`config.mk`:
```
export PLATFORM = sky130hd
export DESIGN_NAME = mpcd_top
export DESIGN_NICKNAME = d
export VERILOG_FILES = /design/src/rtl/mpcd_top.v /design/src/rtl/mpcd_prbs.v
export VERILOG_INCLUDE_DIRS = /design/src /design/src/rtl
export SDC_FILE = /design/constraint.sdc
export NUM_CORES = 1
export LEC_CHECK = 0
export BUFFER_PORTS_ARGS = -buffer_cell sky130_fd_sc_hd__buf_2
export CAP_MARGIN = 0
export CORE_MARGIN = 2
export CORE_UTILIZATION = 55
export CTS_CLUSTER_SIZE = 25
export DETAILED_ROUTE_END_ITERATION = 8
export PLACE_DENSITY_LB_ADDON = 0.05
export SETUP_SLACK_MARGIN = 0.02
export SYNTH_ARGS = -nofsm -noshare
export SYNTH_HDL_FRONTEND = slang
export SYNTH_SLANG_ARGS = --single-unit
```
`constraint.sdc`:
```
create_clock -name CLK_SYS -period 2.06 [get_ports CLK_SYS]
set_clock_uncertainty 0.15 [all_clocks]
set_input_delay 0 -clock CLK_SYS [delete_from_list [all_inputs] [get_ports CLK_SYS]]
set_output_delay 0 -clock CLK_SYS [all_outputs]
set_load 0.01 [all_outputs]
```
`src/rtl/mpcd_consts.vh`:
```
/*
 constants for the multiphase clock divider: pin encodings, divider
 terminal counts, phase patterns, modulation generator figures.
 assumes the including file compiles it once per unit; guarded.
*/
`ifndef MPCD_CONSTS_VH
`define MPCD_CONSTS_VH

// clock
`define MPCD_CLK_HZ 10000000
// system cycles per master oscillator period (one per half period)
`define MPCD_CYC_PER_MASTER 2

// three-state pin encodings
`define MPCD_PIN_LOW 2'h0
`define MPCD_PIN_FLOAT 2'h1
`define MPCD_PIN_HIGH 2'h2

// divider terminal counts, ratio minus one, in half master periods
`define MPCD_DIV_W 7
`define MPCD_N1_LAST 7'h00
`define MPCD_N10_LAST 7'h09
`define MPCD_N100_LAST 7'h63

// phase start patterns, order {d,c,b,a}
`define MPCD_PAT2_START 4'hA
`define MPCD_PAT3_START 4'h1
`define MPCD_PAT4_START 4'h0
`define MPCD_PAT_RESET 4'h0

// modulation generator
`define MPCD_SPREAD_SPECTRUM_MODULATION_DIV 3200
`define MPCD_SPREAD_SPECTRUM_MODULATION_STEP_CYC (`MPCD_SPREAD_SPECTRUM_MODULATION_DIV * `MPCD_CYC_PER_MASTER)
`define MPCD_PRE_W 16
`define MPCD_LFSR_W 9
`define MPCD_CODE_W 7
`define MPCD_LFSR_SEED 9'h000
`define MPCD_LFSR_TAP_HI 8
`define MPCD_LFSR_TAP_LO 4
`define MPCD_CODE_RESET 7'h00

`endif

```
`src/rtl/mpcd_top.v`:
```
/*
 multiphase clock divider: master clock, programmable divider by
 1, 10 or 100, 2-, 3- or 4-phase generator, spreading code source.
 assumes select pins arrive synchronous to CLK_SYS as 2-bit codes
 (low, float, high); CLK_SYS stands for the master oscillator, one
 cycle per master half period.
*/
`timescale 1ns/10ps
`include "mpcd_consts.vh"

module mpcd_top #(
    parameter SPREAD_SPECTRUM_MODULATION_STEP_CYCLES = `MPCD_SPREAD_SPECTRUM_MODULATION_STEP_CYC,
    parameter DIV_W = `MPCD_DIV_W
) (
    // clock and reset
    input wire CLK_SYS,
    input wire SYS_RST,
    // mode select pins
    input wire [1:0] DIVIDER_SELECT_PIN,
    input wire [1:0] PHASE_SELECT_PIN,
    // spreading enable, low when grounded
    input wire MODULATION_PIN,
    // phase outputs
    output reg PHASE_OUTPUT_A,
    output reg PHASE_OUTPUT_B,
    output reg PHASE_OUTPUT_C,
    output reg PHASE_OUTPUT_D,
    // spreading code and state
    output wire [`MPCD_CODE_W-1:0] SPREAD_CODE,
    output reg SPREAD_ACTIVE
);
    // phase modes
    localparam [1:0] MODE_2PH = 2'h0;
    localparam [1:0] MODE_3PH = 2'h1;
    localparam [1:0] MODE_4PH = 2'h2;

    // divider terminal count for a select code
    function [DIV_W-1:0] div_last;
        input [1:0] sel;
        begin
            case (sel)
                `MPCD_PIN_LOW: div_last = `MPCD_N1_LAST;
                `MPCD_PIN_HIGH: div_last = `MPCD_N100_LAST;
                default: div_last = `MPCD_N10_LAST;
            endcase
        end
    endfunction

    // phase mode for a select code
    function [1:0] ph_mode;
        input [1:0] sel;
        begin
            case (sel)
                `MPCD_PIN_LOW: ph_mode = MODE_2PH;
                `MPCD_PIN_HIGH: ph_mode = MODE_4PH;
                default: ph_mode = MODE_3PH;
            endcase
        end
    endfunction

    // start pattern for a phase mode, order {d,c,b,a}
    function [3:0] pat_start;
        input [1:0] mode;
        begin
            case (mode)
                MODE_2PH: pat_start = `MPCD_PAT2_START;
                MODE_3PH: pat_start = `MPCD_PAT3_START;
                MODE_4PH: pat_start = `MPCD_PAT4_START;
                default: pat_start = `MPCD_PAT_RESET;
            endcase
        end
    endfunction

    // two-phase step: a toggles, b its inverse, c and d copies
    function [3:0] pat2_next;
        input [3:0] p;
        begin
            pat2_next[0] = ~p[0];
            pat2_next[1] = p[0];
            pat2_next[2] = ~p[0];
            pat2_next[3] = p[0];
        end
    endfunction

    // three-phase step: one-hot ring a, b, c, d parked low
    function [3:0] pat3_next;
        input [3:0] p;
        begin
            pat3_next[0] = p[2];
            pat3_next[1] = p[0];
            pat3_next[2] = p[1];
            pat3_next[3] = 1'b0;
        end
    endfunction

    // four-phase step: twisted ring, each an eighth of a period behind
    function [3:0] pat4_next;
        input [3:0] p;
        begin
            pat4_next[0] = ~p[3];
            pat4_next[1] = p[0];
            pat4_next[2] = p[1];
            pat4_next[3] = p[2];
        end
    endfunction

    reg init_ff;
    reg [1:0] div_sel_ff;
    reg [1:0] ph_sel_ff;
    reg [DIV_W-1:0] cnt_ff;
    reg half_ff;
    reg [1:0] mode_ff;

    reg restart;
    reg tick;
    reg step;
    reg [1:0] nxt_mode;
    reg [DIV_W-1:0] nxt_cnt;
    reg nxt_half;
    reg [3:0] pat;
    reg [3:0] nxt_pat;

    // a select change restarts divider and phase pattern cleanly
    always @* begin
        restart = init_ff || (DIVIDER_SELECT_PIN != div_sel_ff) ||
                  (PHASE_SELECT_PIN != ph_sel_ff);
        nxt_mode = ph_mode(PHASE_SELECT_PIN);
    end

    // programmable divider, fed by the master clock
    always @* begin
        tick = 1'b0;
        nxt_cnt = cnt_ff;
        if (restart) begin
            nxt_cnt = {DIV_W{1'b0}};
        end else if (cnt_ff == div_last(div_sel_ff)) begin
            tick = 1'b1;
            nxt_cnt = {DIV_W{1'b0}};
        end else begin
            nxt_cnt = cnt_ff + 1'b1;
        end
    end

    // 3-phase steps on every second divider tick
    always @* begin
        step = 1'b0;
        nxt_half = half_ff;
        if (restart) begin
            nxt_half = 1'b0;
        end else if (tick) begin
            nxt_half = ~half_ff;
            if (mode_ff == MODE_3PH) begin
                step = half_ff;
            end else begin
                step = 1'b1;
            end
        end
    end

    // multiphase generator, pattern order {d,c,b,a}
    always @* begin
        pat = {PHASE_OUTPUT_D, PHASE_OUTPUT_C, PHASE_OUTPUT_B,
               PHASE_OUTPUT_A};
        nxt_pat = pat;
        if (restart) begin
            nxt_pat = pat_start(nxt_mode);
        end else if (step) begin
            case (mode_ff)
                MODE_2PH: begin
                    // b is a inverted; c and d copy a and b
                    nxt_pat = pat2_next(pat);
                end
                MODE_3PH: begin
                    // one-hot ring, d parked low
                    nxt_pat = pat3_next(pat);
                end
                MODE_4PH: begin
                    // twisted ring, each output an eighth of a period behind
                    nxt_pat = pat4_next(pat);
                end
                default: begin
                    nxt_pat = `MPCD_PAT_RESET;
                end
            endcase
        end
    end

    // all state moves on the clock edge; reset acts at once
    always @(posedge CLK_SYS or posedge SYS_RST) begin
        if (SYS_RST) begin
            init_ff <= 1'b1;
            div_sel_ff <= `MPCD_PIN_FLOAT;
            ph_sel_ff <= `MPCD_PIN_FLOAT;
            cnt_ff <= {DIV_W{1'b0}};
            half_ff <= 1'b0;
            mode_ff <= MODE_3PH;
            PHASE_OUTPUT_A <= 1'b0;
            PHASE_OUTPUT_B <= 1'b0;
            PHASE_OUTPUT_C <= 1'b0;
            PHASE_OUTPUT_D <= 1'b0;
            SPREAD_ACTIVE <= 1'b0;
        end else begin
            init_ff <= 1'b0;
            div_sel_ff <= DIVIDER_SELECT_PIN;
            ph_sel_ff <= PHASE_SELECT_PIN;
            cnt_ff <= nxt_cnt;
            half_ff <= nxt_half;
            mode_ff <= nxt_mode;
            // registered outputs, no glitch between edges
            PHASE_OUTPUT_A <= nxt_pat[0];
            PHASE_OUTPUT_B <= nxt_pat[1];
            PHASE_OUTPUT_C <= nxt_pat[2];
            PHASE_OUTPUT_D <= nxt_pat[3];
            // grounded pin turns spreading off
            SPREAD_ACTIVE <= MODULATION_PIN;
        end
    end

    // spreading code source; steps once per SPREAD_SPECTRUM_MODULATION_STEP_CYCLES CLK_SYS cycles, rate scales with the master clock
    mpcd_prbs #(
        .STEP_CYCLES(SPREAD_SPECTRUM_MODULATION_STEP_CYCLES),
        .PRE_W(`MPCD_PRE_W)
    ) u_prbs (
        .clk(CLK_SYS),
        .rst(SYS_RST),
        .enable(SPREAD_ACTIVE),
        .code_ff(SPREAD_CODE)
    );
endmodule

```
`src/rtl/mpcd_prbs.v`:
```
/*
 modulation code generator: prescaled 9-bit feedback shift register
 with the all-zero state spliced in, low bits as the converter code.
 assumes a single clock and an enable held low when spreading is off.
*/
`timescale 1ns/10ps
`include "mpcd_consts.vh"

module mpcd_prbs #(
    parameter STEP_CYCLES = `MPCD_SPREAD_SPECTRUM_MODULATION_STEP_CYC,
    parameter PRE_W = `MPCD_PRE_W
) (
    // clock and reset
    input wire clk,
    input wire rst,
    // control
    input wire enable,
    // code to the modulation converter
    output reg [`MPCD_CODE_W-1:0] code_ff
);
    localparam [31:0] PRE_LAST32 = STEP_CYCLES - 1;

    reg [PRE_W-1:0] pre_ff;
    reg [`MPCD_LFSR_W-1:0] lfsr_ff;
    reg [PRE_W-1:0] nxt_pre;
    reg [`MPCD_LFSR_W-1:0] nxt_lfsr;
    reg [`MPCD_CODE_W-1:0] nxt_code;
    reg fb;
    reg step;

    always @* begin
        fb = 1'b0;
        step = 1'b0;
        nxt_pre = pre_ff;
        nxt_lfsr = lfsr_ff;
        nxt_code = code_ff;
        if (!enable) begin
            // zero code means no subtraction: frequency at its top
            nxt_pre = {PRE_W{1'b0}};
            nxt_code = `MPCD_CODE_RESET;
        end else begin
            step = (pre_ff == PRE_LAST32[PRE_W-1:0]);
            if (step) begin
                nxt_pre = {PRE_W{1'b0}};
            end else begin
                nxt_pre = pre_ff + 1'b1;
            end
            // zero splice gives the full 512-state cycle
            fb = lfsr_ff[`MPCD_LFSR_TAP_HI] ^ lfsr_ff[`MPCD_LFSR_TAP_LO] ^
                 (lfsr_ff[`MPCD_LFSR_W-2:0] == 8'h00);
            if (step) begin
                nxt_lfsr = {lfsr_ff[`MPCD_LFSR_W-2:0], fb};
                nxt_code = nxt_lfsr[`MPCD_CODE_W-1:0];
            end
        end
    end

    always @(posedge clk or posedge rst) begin
        if (rst) begin
            pre_ff <= {PRE_W{1'b0}};
            lfsr_ff <= `MPCD_LFSR_SEED;
            code_ff <= `MPCD_CODE_RESET;
        end else begin
            pre_ff <= nxt_pre;
            lfsr_ff <= nxt_lfsr;
            code_ff <= nxt_code;
        end
    end
endmodule

```
; Word-level counts from Yosys, hierarchy flattened
; Cells that the tools add are included.
[word_totals]
register_bits = 52
input_bits = 7
mem_bits_ro = 0
word_cells = 61
out_inout_bits = 12
latch_bits = 0
n_memories = 0
ramBits = 0
[op_classes]
magnitude_cmp = 0
muxes = 20
n_bitwise = 5
div_mod_pow = 0
addsub = 2
shift = 0
eq_ne = 10
n_reduce_logical = 10
multipliers = 0
[ops]
columns = cell, n
row1 = 7-bit 2-to-1 mux, 5
row2 = 16-bit 2-to-1 mux, 2
row3 = "16-bit by 1-bit adder with 16-bit output, second input constant", 1
row4 = "16-bit by 13-bit == test with 1-bit output, second input constant", 1
row5 = 7-bit case mux with 2 select lines, 1
row6 = 4-bit case mux with 3 select lines, 1
row7 = 2-bit logical NOT, 4
row8 = 8-bit logical NOT, 1
row9 = 4-bit 2-to-1 mux, 2
row10 = 4-bit case mux with 2 select lines, 1
row11 = "7-bit by 1-bit adder with 7-bit output, second input constant", 1
row12 = 7-bit == test, 1
row13 = 1-bit 2-to-1 mux, 7
row14 = "2-bit == test, second input constant", 3
row15 = "2-bit by 1-bit == test with 1-bit output, second input constant", 2
row16 = 2-bit != test, 2
row17 = 2-bit case mux with 2 select lines, 1
row18 = 2-bit nonzero test, 2
row19 = 1-bit NOT, 3
row20 = 1-bit logical OR, 2
row21 = "2-bit by 1-bit != test with 1-bit output, second input constant", 1
row22 = 2-bit AND reduction, 1
row23 = 1-bit XOR, 2

; Logic depth before layout (Yosys ltp)
[depth]
ltp_word = 11
mapped_depth = 7
depth_no_buf = 6

; Hierarchy
; Synthesis repeated with hierarchy kept, for this count alone.
[unflattened]
cells_unflattened = 214
area_unflattened_um2 = 2373.5
[modules_own_cells]
columns = mod, n_inst, cells_per_inst, area_per_inst_um2, seq_area_each_um2
row1 = mpcd_prbs, 1, 123, 1421.4, 800.8
row2 = mpcd_top, 1, 91, 952.2, 505.5

; Least setup slack after synthesis
; OpenSTA, ideal clock, no wires.
[synth_path]
path_kind = register to register
start = reg u_prbs.pre_ff[0]
end = reg u_prbs.lfsr_ff[1]
path_stages_with_launch = 8
path_slack_ns = 0.267
required_time_ns = 1.792
setup_ns = 0.118
arrival_ns = 1.525
n_path_buf = 1
cell_sequence = dfrtp_1 > ha_1 > and4_1 > nand4_1 > or2_2 > clkbuf_1 > nand2_1 > nand2_1
[synth_via]
elab_chain_cells = 2
[synth_rtl]
columns = item, line
row1 = "start, declared", mpcd_prbs.v:23  ; reg [PRE_W-1:0] pre_ff;
row2 = "start signal, assigned", mpcd_prbs.v:60  ; pre_ff <= {PRE_W{1'b0}};
row3 = "start signal, assigned", mpcd_prbs.v:64  ; pre_ff <= nxt_pre;
row4 = 16-bit by 13-bit == test with 1-bit output, mpcd_prbs.v:42  ; step = (pre_ff == PRE_LAST32[PRE_W-1:0]);
row5 = 2-bit AND reduction (no source line), -
row6 = "end signal, assigned", mpcd_prbs.v:61  ; lfsr_ff <= `MPCD_LFSR_SEED;
row7 = "end signal, assigned", mpcd_prbs.v:65  ; lfsr_ff <= nxt_lfsr;
row8 = "end, declared", mpcd_prbs.v:24  ; reg [`MPCD_LFSR_W-1:0] lfsr_ff;
; Every way passes these cells.
; A chain may end at the register's enable or synchronous reset.

; Worst setup path after layout
[layout_path]
start = reg div_sel_ff[0]
end = reg PHASE_OUTPUT_A
[layout_via]
elab_chain_cells = 9
elab_cells_between_ends = 14
classes_between = 3 x eq/ne / 7 x mux / 4 x reduce/logical
[layout_rtl]
columns = item, line
row1 = "start, declared", mpcd_top.v:108  ; reg [1:0] div_sel_ff;
row2 = "start signal, assigned", mpcd_top.v:192  ; div_sel_ff <= `MPCD_PIN_FLOAT;
row3 = 2-bit == test or 2-bit logical NOT (tied branches), mpcd_top.v:41  ; case (sel)
row4 = 7-bit case mux with 2 select lines, mpcd_top.v:41
row5 = 7-bit 2-to-1 mux, mpcd_top.v:134  ; if (restart) begin
row6 = 7-bit == test, mpcd_top.v:136  ; end else if (cnt_ff == div_last(div_sel_ff)) begin
row7 = 1-bit 2-to-1 mux, mpcd_top.v:136
row8 = 1-bit 2-to-1 mux, mpcd_top.v:134
row9 = 1-bit 2-to-1 mux, mpcd_top.v:150  ; end else if (tick) begin
row10 = 1-bit 2-to-1 mux, mpcd_top.v:148  ; if (restart) begin
row11 = 2-bit nonzero test (no source line), -
row12 = "end signal, assigned", mpcd_top.v:210  ; PHASE_OUTPUT_A <= nxt_pat[0];
row13 = "end, declared", mpcd_top.v:24  ; output reg PHASE_OUTPUT_A,
; Several ways; a longest one is shown, not always the timed one. The select of a mux whose other input is x is not followed.

==> out/qor.csv <==
stage,metric,value,unit
outcome,outcome,"complete, no violations",
route,routedWlPerCell,12.3,µm
final_layout,drive_gt1_frac,0.169,
synthesis,ys_types,40,
synthesis,async_flop_share,1.00,
clocking,htreeDepth,2,
sta,layout_setup_ws,0.182,ns
synthesis,synth_ff_type,dfrtp_1,
route,vias_per_cell,5.15,
place,port-buffer-count,18,
grt,grt_pass1_vias,1612,
final_layout,nNetsFinal,268,
critical_path,reg2reg_from,div_sel_ff[0]$_DFF_PP1_,
critical_path,crit_path_max_fanout,6,
critical_path,start_kind,flop,
pwr,leakage,1.29,nW
route,vias,1597,
critical_path,cp-endpoint,PHASE_OUTPUT_A$_DFFE_PP0P_,
synthesis,ys_ff_latch,52,
clocking,cts_buffers,5,
place,pre_cts_ws,0.131,ns
synthesis,yosysWarnings,0,
pwr,irDropWorstVdd,0.442,mV
route,drtIter0Drc,63,
synthesis,synth.net_count,242,
synthesis,synth.most_common_cell,nand2_1,
place,place_congestion,0.778,
route,ant_nets,0,
clocking,root_buffer,clkbuf_8,
grt,grt_max_degree,36,
floorplanning,ioPinCount,19,
critical_path,cpMaxStageDelayCell,or4_4,
critical_path,endpoint_kind,flop,
grt,grt_pass1_wl,7.26,mm
final_layout,antenna_cells,0,
synthesis,syn_area_per_cell,9.99,µm²
sta,finalCritPeriodShare,0.912,
floorplanning,core-area,4030,µm²
sta,setup_viol,0,
synthesis,seq_area_frac_synth,0.561,
floorplanning,die_area,4770,µm²
final_layout,nFillCells,358,
run,max_cap_viol_count,0,
synthesis,syn_inst,233,
sta,min_period,1.88,ns
floorplanning,row_count,23,
clocking,cts_sinks,52,
synthesis,synth_top_area_cell,dfrtp_1,
clocking,clk_path_buf_depth,2,
critical_path,r2r_end,PHASE_OUTPUT_A$_DFFE_PP0P_,
synthesis,synthTopCellsByArea,"dfrtp_1 52%, nand2_1 8.7%, xor2_1 4.9%, dfstp_2 4.5%, nor2_1 4.5%",
critical_path,critical_path_depth,5,
critical_path,crit_buf_inv,0,
clocking,cts_tree,yes,
critical_path,cp.required,2.10,ns
floorplanning,fp.dieH,69.1,µm
final_layout,seq_area,1310,µm²
critical_path,arrival,1.92,ns
critical_path,cp_top_family,simple AND/OR/NAND/NOR gates,
synthesis,synth_edf_count,0,
sta,grt_setup_unrepaired,no,
clocking,insertion_delay,0.30,ns
final_layout,multi_input_area,972,µm²
final_layout,fin_util,0.653,
min_path,hold_class,input port to async pin,
sta,setup_tns,0,ns
synthesis,synth_top_area_share,0.516,
grt,grt.total_usage,0.186,
critical_path,crit_start,div_sel_ff[0]$_DFF_PP1_,
sta,maxSlewViolCount,0,
synthesis,syn_area,2330,µm²
critical_path,path_class,flop to flop,
critical_path,rrSetupSlack,0.18,ns
sta,fmax,532,MHz
final_layout,syn2layout_area_growth,13.0,%
floorplanning,start_util,0.578,
clocking,clk_pin_slew_worst_paths,0.09,ns
floorplanning,die_x,69.1,µm
route,drt-pass1-iter-count,4,
route,wirelength,3.81,mm
critical_path,slowest_delay,0.53,ns
grt,overflow,0,
grt,antenna_found_initial,0,
place,dpl.hpwl,2.64,mm
critical_path,reg2regPathDepth,5,
route,drc,0,
synthesis,netlist_top_cells_count,"54 x nand2_1, 48 x dfrtp_1, 28 x nor2_1, 13 x xor2_1, 12 x xnor2_1",
pwr,cellPowerDensity,668,nW/µm²
sta,hold_violations,0,
critical_path,crit_chain,or4_4 > o211ai_2 > and4_2 > mux2i_1 > o21ai_1,
worst min-delay path by stage:
stage                               endpoint
6_report       u_prbs.code_ff[2]$_DFFE_PP0P_
4_1_cts        u_prbs.code_ff[2]$_DFFE_PP0P_
5_1_grt        u_prbs.code_ff[2]$_DFFE_PP0P_
2_1_floorplan        div_sel_ff[0]$_DFF_PP1_
3_5_place_dp   u_prbs.code_ff[2]$_DFFE_PP0P_
3_3_place_gp   u_prbs.code_ff[2]$_DFFE_PP0P_
registers in the layout, summed over array words and instances (netlist names), 2 cells and up:
register / count
cnt_ff: 7
u_prbs.pre_ff: 16
mode_ff: 2
ph_sel_ff: 2
u_prbs.lfsr_ff: 9
u_prbs.code_ff: 7
div_sel_ff: 2
where the power goes:
part	switching, W	internal [W]
clock	0.000316	0.000273
combinational	0.0000612	0.0000492
sequential	0.0000182	0.00104
repair_timing:
| item | CTS | global route |
|---|---|---|
| buffers inserted | 0 | 0 |
| setup endpoints to repair | 0 | 10 |
| endpoints found under the hold margin | 59 | 0 |
| gates resized for setup | 0 | 2 |
| hold buffers | 6 | 0 |
through the flow:
stage / hold WS [ns] / cells / cell area (µm²) / power (W)
after global routing: 0.124 / 310 / 2630 / 0.00184
after CTS: 0.0629 / 310 / 2630 / 0.00179
final: 0.0679 / 310 / 2630 / 0.00176
after detailed placement: -0.143 / 296 / 2470 / 0.00118
after floorplan: -0.146 / 233 / 2330 / 0.00115
after global placement: -0.147 / 296 / 2470 / 0.00118
cell families after synthesis:
family / share of synthesized area
mux: 0.0177
simple gates: 0.249
fa+ha+maj: 0.0107
other cells: 0.00161
flops: 0.561
buf+inv: 0.0231
xor+xnor: 0.0940
compound gates: 0.0430
layer usage:
layer	track usage	vias up	share of wire
li1	-	818	-
met1	0.248	750	0.49
met2	0.298	23	0.46
met3	0.0439	6	0.030
met4	0.0654	0	0.017
met5	0	-	0
worst reg2reg max path, delay by kind of cell (launching register included):
kind	cells	cell delay (ns)
DFF	1	0.40
and+or+nand+nor	2	0.85
AOI/OAI and AO/OA	2	0.15
muxes	1	0.22
cell type report:
cell class              count  share of cell area
multi-input cells         170               0.369
clock buffers               7              0.0328
well taps                  50              0.0238
repair buffers             27              0.0704
clock inverters             1             0.00285
flip-flops and latches     52               0.496
inverters                   3             0.00428
placed cells by master, fill, tap and decap left out, drive strengths merged, types with 2 or more instances in the layout:
cell type / count
inv: 3
a21oi: 7
nand3: 6
nand4: 5
buf: 21
xor2: 13
or3: 3
dlygate4sd3: 6
o21ai: 4
and4: 2
or2: 3
xnor2: 12
ha: 2
dfstp: 4
dfrtp: 48
nor3: 5
nor2: 28
clkbuf: 7
nand3b: 2
and3: 6
nor4: 2
mux2i: 3
nand2: 54
a211oi: 2
Power figures use the tool's default switching activity.
